$ cat src/core/nvac_defines.svh
// Register offsets, field positions, reset values and timing counts
// Assumes inclusion by the nvm access controller files only
`ifndef NVAC_DEFINES_SVH
`define NVAC_DEFINES_SVH

// I/O register offsets
`define NVAC_OFS_CONTROL 6'h1c
`define NVAC_OFS_DATA 6'h1d
`define NVAC_OFS_ADDR_LOW 6'h1e
`define NVAC_OFS_ADDR_HIGH 6'h1f

// Control register field positions
`define NVAC_BIT_READ 0
`define NVAC_BIT_PROG 1
`define NVAC_BIT_UNLOCK 2
`define NVAC_BIT_RDY_IE 3
`define NVAC_BIT_MODE_LO 4
`define NVAC_BIT_MODE_HI 5

// Reset values
`define NVAC_RST_DATA 8'h00
`define NVAC_RST_MODE 2'h0

// Timing
`define NVAC_CLK_HZ 25000000
`define NVAC_T_ATOMIC_US 3400
`define NVAC_T_SPLIT_US 1800
`define NVAC_UNLOCK_CYCLES 4
`define NVAC_PROG_STALL 2
`define NVAC_READ_STALL 4

`endif

$ cat src/core/nvac_pkg.sv
// Types shared by the nvm access controller
// Assumes the defines header is compiled alongside
package nvac_pkg;
   typedef enum logic [1:0] {
      NVAC_MODE_ATOMIC = 2'h0,
      NVAC_MODE_ERASE = 2'h1,
      NVAC_MODE_WRITE = 2'h2,
      NVAC_MODE_RSVD = 2'h3
   } nvac_mode_t;
   typedef enum logic [1:0] {
      NVAC_IDLE,
      NVAC_PROG,
      NVAC_DONE
   } nvac_state_t;
endpackage

$ cat src/core/nvac_ctrl.sv
// Top of the nvm access controller: I/O registers, programming timer,
// core stall and ready interrupt request
// Assumes I/O accesses are one-cycle strobes from the core on clock_i
`timescale 1ns/1ps
`include "nvac_defines.svh"

// Operation
// - Mode field selects atomic, erase, or write
// - Mode writes ignored while programming
// - Reset clears mode unless still programming
// - Ready interrupt enable gated by global enable
// - Ready request holds while memory idle
// - Unlock bit clears four cycles later
// - Program strobe acts only while unlocked
// - Program strobe reads busy, hardware clears
// - Program start stalls core two cycles
// - Read strobe loads data immediately
// - Read stalls core four cycles
// - No read or address change while busy
// - Data register feeds writes, receives reads
// - Linear addressing, unused address bits zero
// - Small variant reads address bit seven zero
// - Control bits seven and six read zero
// - Data, enables, strobes reset to zero
// - Top address bit in high register
// - Write without erase leaves byte lost
// - Reset never aborts running programming
module nvac_ctrl #(
   parameter int MEM_BYTES = 512,
   parameter int CLK_HZ = `NVAC_CLK_HZ,
   parameter int ATOMIC_CYCLES = int'((64'(CLK_HZ) * `NVAC_T_ATOMIC_US) / 1000000),
   parameter int SPLIT_CYCLES = int'((64'(CLK_HZ) * `NVAC_T_SPLIT_US) / 1000000)
) (
   input wire logic clock_i,
   input wire logic rst_n_i,
   input wire logic [5:0] io_addr_i,
   input wire logic io_wr_i,
   input wire logic io_rd_i,
   input wire logic [7:0] io_wdata_i,
   input wire logic global_irq_en_i,
   output logic [7:0] io_rdata_o,
   output logic ready_irq_o,
   output logic core_stall_o
);
   localparam int AW = $clog2(MEM_BYTES);
   localparam int CW = $clog2(ATOMIC_CYCLES + 1);

   // Refuse sizes and timings the logic cannot serve
   if (MEM_BYTES != 128 && MEM_BYTES != 256 && MEM_BYTES != 512) begin : g_bad_size
      $error("MEM_BYTES must be 128, 256 or 512");
   end
   if (SPLIT_CYCLES < 1 || ATOMIC_CYCLES < SPLIT_CYCLES) begin : g_bad_time
      $error("programming cycle counts invalid");
   end

   // Place the address bits of the memory into a 9-bit word
   function automatic logic [8:0] addr_word(input logic [AW-1:0] a);
      addr_word = 9'(a);
   endfunction

   ////////////////////////////////////////////////////////////////
   // Registers
   nvac_pkg::nvac_state_t state;
   nvac_pkg::nvac_mode_t mode;
   logic [AW-1:0] addr;
   logic [7:0] data;
   logic rdy_ie;
   logic unlock;
   logic [2:0] unlock_cnt;
   logic [CW-1:0] prog_cnt;
   logic [CW-1:0] prog_len;
   nvac_pkg::nvac_mode_t run_mode;
   logic [7:0] prog_data;

   ////////////////////////////////////////////////////////////////
   // Access decode
   wire sel_ctrl = io_addr_i == `NVAC_OFS_CONTROL;
   wire sel_data = io_addr_i == `NVAC_OFS_DATA;
   wire sel_alo = io_addr_i == `NVAC_OFS_ADDR_LOW;
   wire sel_ahi = io_addr_i == `NVAC_OFS_ADDR_HIGH;
   wire wr_ctrl = io_wr_i && sel_ctrl;
   wire busy = state != nvac_pkg::NVAC_IDLE;
   wire prog_req = wr_ctrl && io_wdata_i[`NVAC_BIT_PROG];
   wire prog_go = prog_req && unlock && !busy
                  && mode != nvac_pkg::NVAC_MODE_RSVD;
   wire read_go = wr_ctrl && io_wdata_i[`NVAC_BIT_READ] && !busy;
   wire unlock_set = wr_ctrl && io_wdata_i[`NVAC_BIT_UNLOCK];
   wire prog_done = state == nvac_pkg::NVAC_PROG && prog_cnt == prog_len;

   // Cycle count for the selected mode
   assign prog_len = (mode == nvac_pkg::NVAC_MODE_ATOMIC) ?
                     CW'(ATOMIC_CYCLES) : CW'(SPLIT_CYCLES);

   ////////////////////////////////////////////////////////////////
   // Memory array and its action strobes at the end of programming
   logic [7:0] mem_rdata;
   wire do_erase = prog_done && run_mode != nvac_pkg::NVAC_MODE_WRITE;
   wire do_write = prog_done && run_mode != nvac_pkg::NVAC_MODE_ERASE;

   nvac_array #(
      .DEPTH(MEM_BYTES),
      .AW(AW)
   ) u_array (
      .clock_i(clock_i),
      .addr_i(addr),
      .wdata_i(prog_data),
      .erase_i(do_erase),
      .write_i(do_write),
      .rdata_o(mem_rdata)
   );

   ////////////////////////////////////////////////////////////////
   // Core stall after read and program starts
   nvac_stall u_stall (
      .clock_i(clock_i),
      .rst_n_i(rst_n_i),
      .read_go_i(read_go),
      .prog_go_i(prog_go),
      .stall_o(core_stall_o)
   );

   ////////////////////////////////////////////////////////////////
   // Programming sequencer; reset does not stop a running operation
   always_ff @(posedge clock_i) begin
      if (!rst_n_i && !busy) begin
         state <= nvac_pkg::NVAC_IDLE;
         prog_cnt <= '0;
         run_mode <= nvac_pkg::NVAC_MODE_ATOMIC;
      end else begin
         unique case (state)
            nvac_pkg::NVAC_IDLE: begin
               if (prog_go) begin
                  state <= nvac_pkg::NVAC_PROG;
                  run_mode <= mode;
                  prog_data <= data;                           // Byte fixed at start
                  prog_cnt <= CW'(1);
               end
            end
            nvac_pkg::NVAC_PROG: begin
               if (prog_done) begin
                  state <= nvac_pkg::NVAC_DONE;
               end else begin
                  prog_cnt <= prog_cnt + CW'(1);
               end
            end
            nvac_pkg::NVAC_DONE: begin
               state <= nvac_pkg::NVAC_IDLE;
            end
            // Unused code or unknown power-up state falls back to idle
            default: begin
               state <= nvac_pkg::NVAC_IDLE;
            end
         endcase
      end
   end

   ////////////////////////////////////////////////////////////////
   // Mode field, held across reset while busy
   always_ff @(posedge clock_i) begin
      if (!rst_n_i && !busy) begin
         mode <= nvac_pkg::nvac_mode_t'(`NVAC_RST_MODE);
      end else if (wr_ctrl && !busy && !prog_req) begin
         mode <= nvac_pkg::nvac_mode_t'(io_wdata_i[`NVAC_BIT_MODE_HI:`NVAC_BIT_MODE_LO]);
      end
   end

   ////////////////////////////////////////////////////////////////
   // Unlock bit with four-cycle expiry
   always_ff @(posedge clock_i) begin
      if (!rst_n_i) begin
         unlock <= 1'b0;
         unlock_cnt <= 3'h0;
      end else if (unlock_set) begin
         unlock <= 1'b1;
         unlock_cnt <= 3'(`NVAC_UNLOCK_CYCLES);
      end else if (unlock_cnt != 3'h0) begin
         unlock_cnt <= unlock_cnt - 3'h1;
         unlock <= unlock_cnt != 3'h1;
      end else begin
         unlock <= 1'b0;
      end
   end

   ////////////////////////////////////////////////////////////////
   // Data, address and interrupt enable registers
   always_ff @(posedge clock_i) begin
      if (!rst_n_i) begin
         data <= `NVAC_RST_DATA;
         rdy_ie <= 1'b0;
      end else begin
         if (read_go) begin
            data <= mem_rdata;
         end else if (io_wr_i && sel_data) begin
            data <= io_wdata_i;
         end
         if (wr_ctrl) begin
            rdy_ie <= io_wdata_i[`NVAC_BIT_RDY_IE];
         end
      end
   end

   // Address has no reset; frozen while busy
   always_ff @(posedge clock_i) begin
      if (io_wr_i && sel_alo && !busy) begin
         addr[AW > 8 ? 7 : AW-1:0] <= io_wdata_i[AW > 8 ? 7 : AW-1:0];
      end else if (io_wr_i && sel_ahi && !busy && AW > 8) begin
         addr[AW-1] <= io_wdata_i[0];
      end
   end

   ////////////////////////////////////////////////////////////////
   // Read-back mux
   wire [8:0] addr_full = addr_word(addr);
   wire [7:0] ctrl_view = {2'b00, mode, rdy_ie, unlock, busy, 1'b0};
   wire [7:0] next_rdata = sel_ctrl ? ctrl_view :
                           sel_data ? data :
                           sel_alo ? addr_full[7:0] :
                           sel_ahi ? {7'h00, addr_full[8]} : 8'h00;

   always_ff @(posedge clock_i) begin
      if (!rst_n_i) begin
         io_rdata_o <= 8'h00;
         ready_irq_o <= 1'b0;
      end else begin
         io_rdata_o <= io_rd_i ? next_rdata : 8'h00;
         ready_irq_o <= rdy_ie && global_irq_en_i && !busy && !prog_go;
      end
   end
endmodule

$ cat src/core/nvac_stall.sv
// Core stall generator for read and program starts
// Assumes one-cycle start pulses from the same clock
`timescale 1ns/1ps
`include "nvac_defines.svh"

module nvac_stall (
   input wire logic clock_i,
   input wire logic rst_n_i,
   input wire logic read_go_i,
   input wire logic prog_go_i,
   output logic stall_o
);
   logic [2:0] count;
   logic [2:0] next_count;

   ////////////////////////////////////////////////////////////////
   // Load the hold length, count it down
   assign next_count = read_go_i ? 3'(`NVAC_READ_STALL) :
                       prog_go_i ? 3'(`NVAC_PROG_STALL) :
                       (count != 3'h0) ? count - 3'h1 : 3'h0;

   always_ff @(posedge clock_i) begin
      if (!rst_n_i) begin
         count <= 3'h0;
         stall_o <= 1'b0;
      end else begin
         count <= next_count;
         stall_o <= (next_count != 3'h0);
      end
   end
endmodule

$ cat src/core/nvac_array.sv
// Byte array of the nonvolatile data memory with erase and write
// Assumes one operation at a time; atomic mode asserts erase and write together
`timescale 1ns/1ps

module nvac_array #(
   parameter int DEPTH = 512,
   parameter int AW = 9
) (
   input wire logic clock_i,
   input wire logic [AW-1:0] addr_i,
   input wire logic [7:0] wdata_i,
   input wire logic erase_i,
   input wire logic write_i,
   output logic [7:0] rdata_o
);
   logic [7:0] mem [DEPTH];

   // Refuse a depth that the address cannot reach
   if (DEPTH < 1 || DEPTH > (1 << AW)) begin : g_bad_depth
      $error("DEPTH does not fit the address width");
   end

   ////////////////////////////////////////////////////////////////
   // Erase sets all ones; write only clears bits, so an unerased
   // location ends up as the AND of old and new contents
   always_ff @(posedge clock_i) begin
      if (erase_i && write_i) begin
         mem[addr_i] <= wdata_i;
      end else if (erase_i) begin
         mem[addr_i] <= 8'hff;
      end else if (write_i) begin
         mem[addr_i] <= mem[addr_i] & wdata_i;
      end
   end

   // Combinational read so data lands in one access
   assign rdata_o = mem[addr_i];
endmodule

$ cat config.mk
export PLATFORM = sky130hd
export DESIGN_NAME = nvac_ctrl
export DESIGN_NICKNAME = d
export VERILOG_FILES = /design/src/core/nvac_pkg.sv /design/src/core/nvac_ctrl.sv /design/src/core/nvac_stall.sv /design/src/core/nvac_array.sv
export VERILOG_INCLUDE_DIRS = /design/src /design/src/core
export SDC_FILE = /design/constraint.sdc
export NUM_CORES = 2
export LEC_CHECK = 0
export BUFFER_PORTS_ARGS = -buffer_cell sky130_fd_sc_hd__buf_2
export CELL_PAD_IN_SITES_DETAIL_PLACEMENT = 0
export CELL_PAD_IN_SITES_GLOBAL_PLACEMENT = 1
export CORE_MARGIN = 3
export CORE_UTILIZATION = 55
export DETAILED_ROUTE_END_ITERATION = 8
export PLACE_DENSITY_LB_ADDON = 0.1
export SYNTH_ARGS = -nofsm -noshare
export SYNTH_HDL_FRONTEND = slang
export SYNTH_SLANG_ARGS = --single-unit
$ cat constraint.sdc
create_clock -name clock_i -period 44.4 [get_ports clock_i]
set_input_delay 2.22 -clock clock_i [delete_from_list [all_inputs] [get_ports clock_i]]
set_output_delay 2.22 -clock clock_i [all_outputs]
set_load 0.01 [all_outputs]
* Yosys cells after proc, flatten, opt, wreduce, memory -nomap -nowiden
Memories as Yosys holds them, arrays and structs flattened.
Cells that the tools add are included.
** Operators by class
- $lt $le $gt $ge :: 0
- Bitwise gates (word level) :: 7
- $add $sub $neg :: 3
- Divide/modulo/power cells :: 0
- Multipliers :: 0
- Shifts and indexed selects :: 0
- Multiplexer cells :: 31
- Equality and inequality tests :: 13
- Reduce and logical (&&, ||, !) cells :: 44
** Operators with widths (number)
- $mux W17 :: 3
- $mux W8 :: 6
- $pmux W17 S2 :: 1
- $eq A6 B5 Y1 const B :: 4
- $logic_and A1 B1 Y1 :: 23
- $add A17 B1 Y17 const B :: 1
- $eq A17 B17 Y1 :: 1
- $mux W3 :: 5
- $mux W1 :: 12
- $ne A2 B2 Y1 const B :: 5
- $reduce_bool A3 Y1 :: 3
- $and A8 B8 Y8 :: 1
- $reduce_and A2 Y1 :: 4
- $reduce_bool A2 Y1 :: 4
- $mux W6 :: 1
- $reduce_and A3 Y1 :: 2
- $sub A3 B1 Y3 const B :: 2
- $logic_not A1 Y1 :: 4
- $logic_not A2 Y1 :: 2
- $mux W2 :: 2
- $not A1 Y1 :: 4
- $pmux W2 S2 :: 1
- $ne A3 B1 Y1 const B :: 1
- $reduce_or A3 Y1 :: 1
- 4 further kinds :: 5
** Storage, ports and cells
- Output and inout bits :: 10
- Word-level logic and storage cells :: 116
- Flip-flop bits (word level) :: 66
- ROM bits :: 0
- Memories :: 1
- Bits in latches :: 0
- Memory bits (writable) :: 4096
- Input bits :: 19
** Memories
- u_array.mem :: depth 512, bits a word 8, read ports 1, clocked after Yosys merged registers in 0, write ports 1, RTL line nvac_array.sv:16 : logic [7:0] mem [DEPTH];

* Depth between registers and ports, before layout
- Word-level depth :: 10
- Depth in mapped cells :: 14
- Gate-level depth less buffers :: 10

* Modules after synthesis
A second synthesis with hierarchy kept.
** Unflattened totals
- Cells, all modules :: 7862
- Area total of the unflattened synthesis :: 161877.8 um^2
** Modules (own cells, without submodules)
- nvac_array :: cells an instance 7565, sequential area each 122998.0 um^2, area each 158896.1 um^2, times used 1
- nvac_ctrl :: cells an instance 283, sequential area each 1411.4 um^2, area each 2841.5 um^2, times used 1
- nvac_stall :: cells an instance 14, sequential area each 80.1 um^2, area each 140.1 um^2, times used 1

* Worst setup path before layout
No wires, ideal clock.
- Path kind :: reg2reg
- Start point :: register addr[3]
- End point :: memory u_array.mem[0][6], data pin
- Library setup time :: 2954 ps
- Required time :: 41446 ps
- Buffers on the path :: 4
- Data arrival time :: 15995 ps
- Path slack :: 25452 ps
- Stages on the path, launching flop included :: 13
- Period minus slack after synthesis :: 18948 ps
- Cells stage by stage :: edfxtp_1 > buf_2 > buf_4 > nor3b_1 > clkbuf_1 > clkbuf_1 > a22oi_1 > nand4_1 > a22oi_1 > nand3_1 > nor4_1 > and4_1 > a21oi_1
** Between the ends
- Cells in the longest elaborated chain, start to end :: 3
** Ends and longest elaborated chain
- start: declaration :: RTL line nvac_ctrl.sv:65 : logic [AW-1:0] addr;
- start signal: indexed assignment :: RTL line nvac_ctrl.sv:205 : addr[AW > 8 ? 7 : AW-1:0] <= io_wdata_i[AW > 8 ? 7 : AW-1:0];
- start signal: indexed assignment :: RTL line nvac_ctrl.sv:207 : addr[AW-1] <= io_wdata_i[0];
- $mem_v2 Z512 W8
- $and A8 B8 Y8 :: RTL line nvac_array.sv:32 : mem[addr_i] <= mem[addr_i] & wdata_i;
- $mux W8 (no source line)
- end: declaration :: RTL line nvac_array.sv:16
Every way passes these cells.

* Worst setup path in the final report
- Start point :: register addr[0]
- End point :: memory u_array.mem[169][1], data pin
The elaborated chain is that of the path after synthesis.

==> metrics <==
Tcrit/Tclk final between 20% and 30%; GRT Util Overall roughly a third; htree depth 5; TritonCTS clock tree built; cts repair resizes 0; average wire per standard cell roughly 39 um; Worst path max stage delay 870 ps; library cells used by synthesis between 80 and 90; CP dominant cell by count buf_4; Post-CTS Setup Bufs 0; max frequency approximately 100 MHz; Sink Count between 4000 and 5000; CORE AREA 291000 sq um; CP Capture Type register; worst skew pair latency a little under 1000 ps; total of max-cap violations 2; Routed WL around 480000 um; total negative slack 0 ps; Yosys warning total 0; share of cells above drive strength 1 22.8%; largest net degree at the start of global routing between 200 and 250; commonest non-fill, non-tap cell in the layout edfxtp_1; Avg Cell Area, Syn ~21 sq um; CTS Root Cell clkbuf_16; post-synth net total 7820; Finished Cell Area roughly 180000 sq um; CTS Buf Count 420; DR vias around 84000; CP Class reg2reg; Synth Register Bits between 4000 and 5000; Worst-path clk slew ~60 ps; outcome finished, violations left; row cnt slightly below 200; DRT antenna net count 0; Finish-stage setup viols 0; Initial Util 55.4%; HP Class reg2reg; Tmin final just under 10000 ps; # hold bufs at CTS 0; die area approximately 300000 sq um; CP required about 45000 ps; Cells after Synth a little under 8000; DRT Pass-1 Iters 6; hpwl dp ~300000 um; critical path arrival roughly 10000 ps; Overflow after GRT 0; Bufs and invs on worst path 11; crit path launch type register; Final Hold Vio Count 0; Clock Tree Buf Depth 4; power density over the cells roughly 43 nW/um^2; Post-synth EDFFs a little over 4000; P_leak ~65 nW; placed instance area 166000 sq um; drt drc 0; failing checks max-capacitance violations, max-slew violations; Slew HR -3.16%; async set or reset register ratio after synthesis 0%; first-pass GRT wire length ~660000 um; IO Pins 29; crit-path max FO between 90 and 100; commonest non-fill, non-tap cells in the layout 4113 x edfxtp_1, 915 x mux4_2, 609 x nor2_1, 425 x clkbuf_16, 242 x mux2i_1; Vias/cell 6.86; Max Transition Viols Final 5; vias in the first global route slightly above 80000; clock skew 59.9 ps; dominant synthesized flop cell edfxtp_1; Horiz. Die Dim 548 um; area grow syn2layout 11.5%; Seq/Total Area, Yosys 77.2%; Worst-Margin Slew approximately 1500 ps; Vert. Die Dim roughly 550 um; Buffers on Ports 28; nets roughly 8000; crit-path cells buf_4 -> buf_4 -> buf_12 -> buf_4 -> buf_4 -> buf_4 -> mux4_2 -> a32oi_1 -> buf_4 -> o21ai_0 -> nor3_1 -> and4b_1 -> a21oi_4 -> buf_4 -> buf_4 -> buf_4 -> buf_4; initial antenna violation count 40; Max VDD drop roughly 44 uV; cell family with most CP delay buffers and inverters; Placer Congestion about 0.95; crit path max-delay cell type buf_4; drt initial violations 11700; RSZ-0062 raised after global routing false; cell area after synthesis between 150000 and 200000 sq um
## worst reg2reg max path, cell delays in order, from the launching register on
cell and delay [ps]:
edfxtp_1 360, buf_4 610, buf_4 640, buf_12 460, buf_4 670, buf_4 600
buf_4 740, mux4_2 420, a32oi_1 240, buf_4 250, o21ai_0 200, nor3_1 70
and4b_1 380, a21oi_4 460, buf_4 580, buf_4 910, buf_4 1010, buf_4 770
## flip-flops by register name, indices dropped and copies added, names as in the netlist
signal and cells:
unlock_cnt 3, prog_cnt 17, data 8, u_stall.count 3, prog_data 8, ready_irq_o 1
rdy_ie 1, unlock 1, state 2, io_rdata_o 8, mode 2, u_array.mem 4096
u_stall.stall_o 1, run_mode 2, addr 9
## layer usage
metal	vias to the layer above	share of wire, %	track usage (%)
li1	33000	-	-
met1	45100	38	45.7
met2	4985	46	47.1
met3	959	11	8.00
met4	35	4.6	12.4
met5	-	0.048	0
## worst paths after layout
path	end	from	cells after the start	slack (ps)
worst min-delay path	run_mode[1]	run_mode[1]	2	470
worst min register to register	run_mode[1]	run_mode[1]	2	470
worst max register to register	u_array.mem[169][1]	addr[0]	17	34640
worst max-delay path	u_array.mem[169][1]	addr[0]	17	34640
## report_power, final
part,internal (mW),total [mW],switching [mW]
Sequential,4.25,4.26,0.00530
Clock,1.96,3.47,1.51
Combinational,0.00832,0.0183,0.00994
Total,6.23,7.75,1.52
## cells by family after synthesis
group	after synthesis	synth area share, %
AO/OA/AOI/OAI	696	3.07
XOR/XNOR	13	0.0706
adder cells (fa/ha/maj)	5	0.0388
buffers and inverters	502	1.54
flip-flops	4162	77.2
multiplexers	1209	14.6
AND/OR/NAND/NOR	1209	3.44
## layout make-up
| cell class | instances | area, sq um |
|---|---|---|
| flip-flops and latches | 4162 | 124000 |
| fillers | 20400 | 112000 |
| multi-input cells | 3132 | 34800 |
| clock buffers | 506 | 11000 |
| well taps | 3900 | 4880 |
| clock inverters | 268 | 2410 |
| repair buffers | 260 | 2100 |
| inverters | 14 | 57.6 |
| diodes | 21 | 52.6 |
## synth_stat cells (23+ instances only)
library cell,number,area (sq um)
o21ai_0,64,320
mux2i_1,242,2420
dfxtp_1,49,981
a21oi_1,123,616
nor2b_1,24,150
clkbuf_1,186,698
nand3_1,104,521
buf_6,33,372
a32oi_1,23,201
a22oi_1,224,1680
a221oi_1,40,350
nand4_1,113,707
buf_1,70,263
buf_2,158,791
nor3_1,44,220
edfxtp_1,4113,124000
mux2_2,52,586
nor2_1,613,2300
nand2_1,186,698
a22o_1,58,508
a31oi_1,32,200
mux4_2,915,20600
buf_4,40,300
## stage by stage
step	setup slack (ps)	total power, mW	hold WS, ps	cells	utilization (%)
after floorplan	25450	4.35	421	7796	-
after global placement	34690	4.36	454	11500	57.1
after detailed placement	34660	4.36	462	11500	57.1
after CTS	34610	7.78	473	12200	61.7
after global routing	34040	7.93	486	12200	61.7
final	34640	7.75	469	12300	61.7
Note: power is estimated with default switching activity, not from simulation.
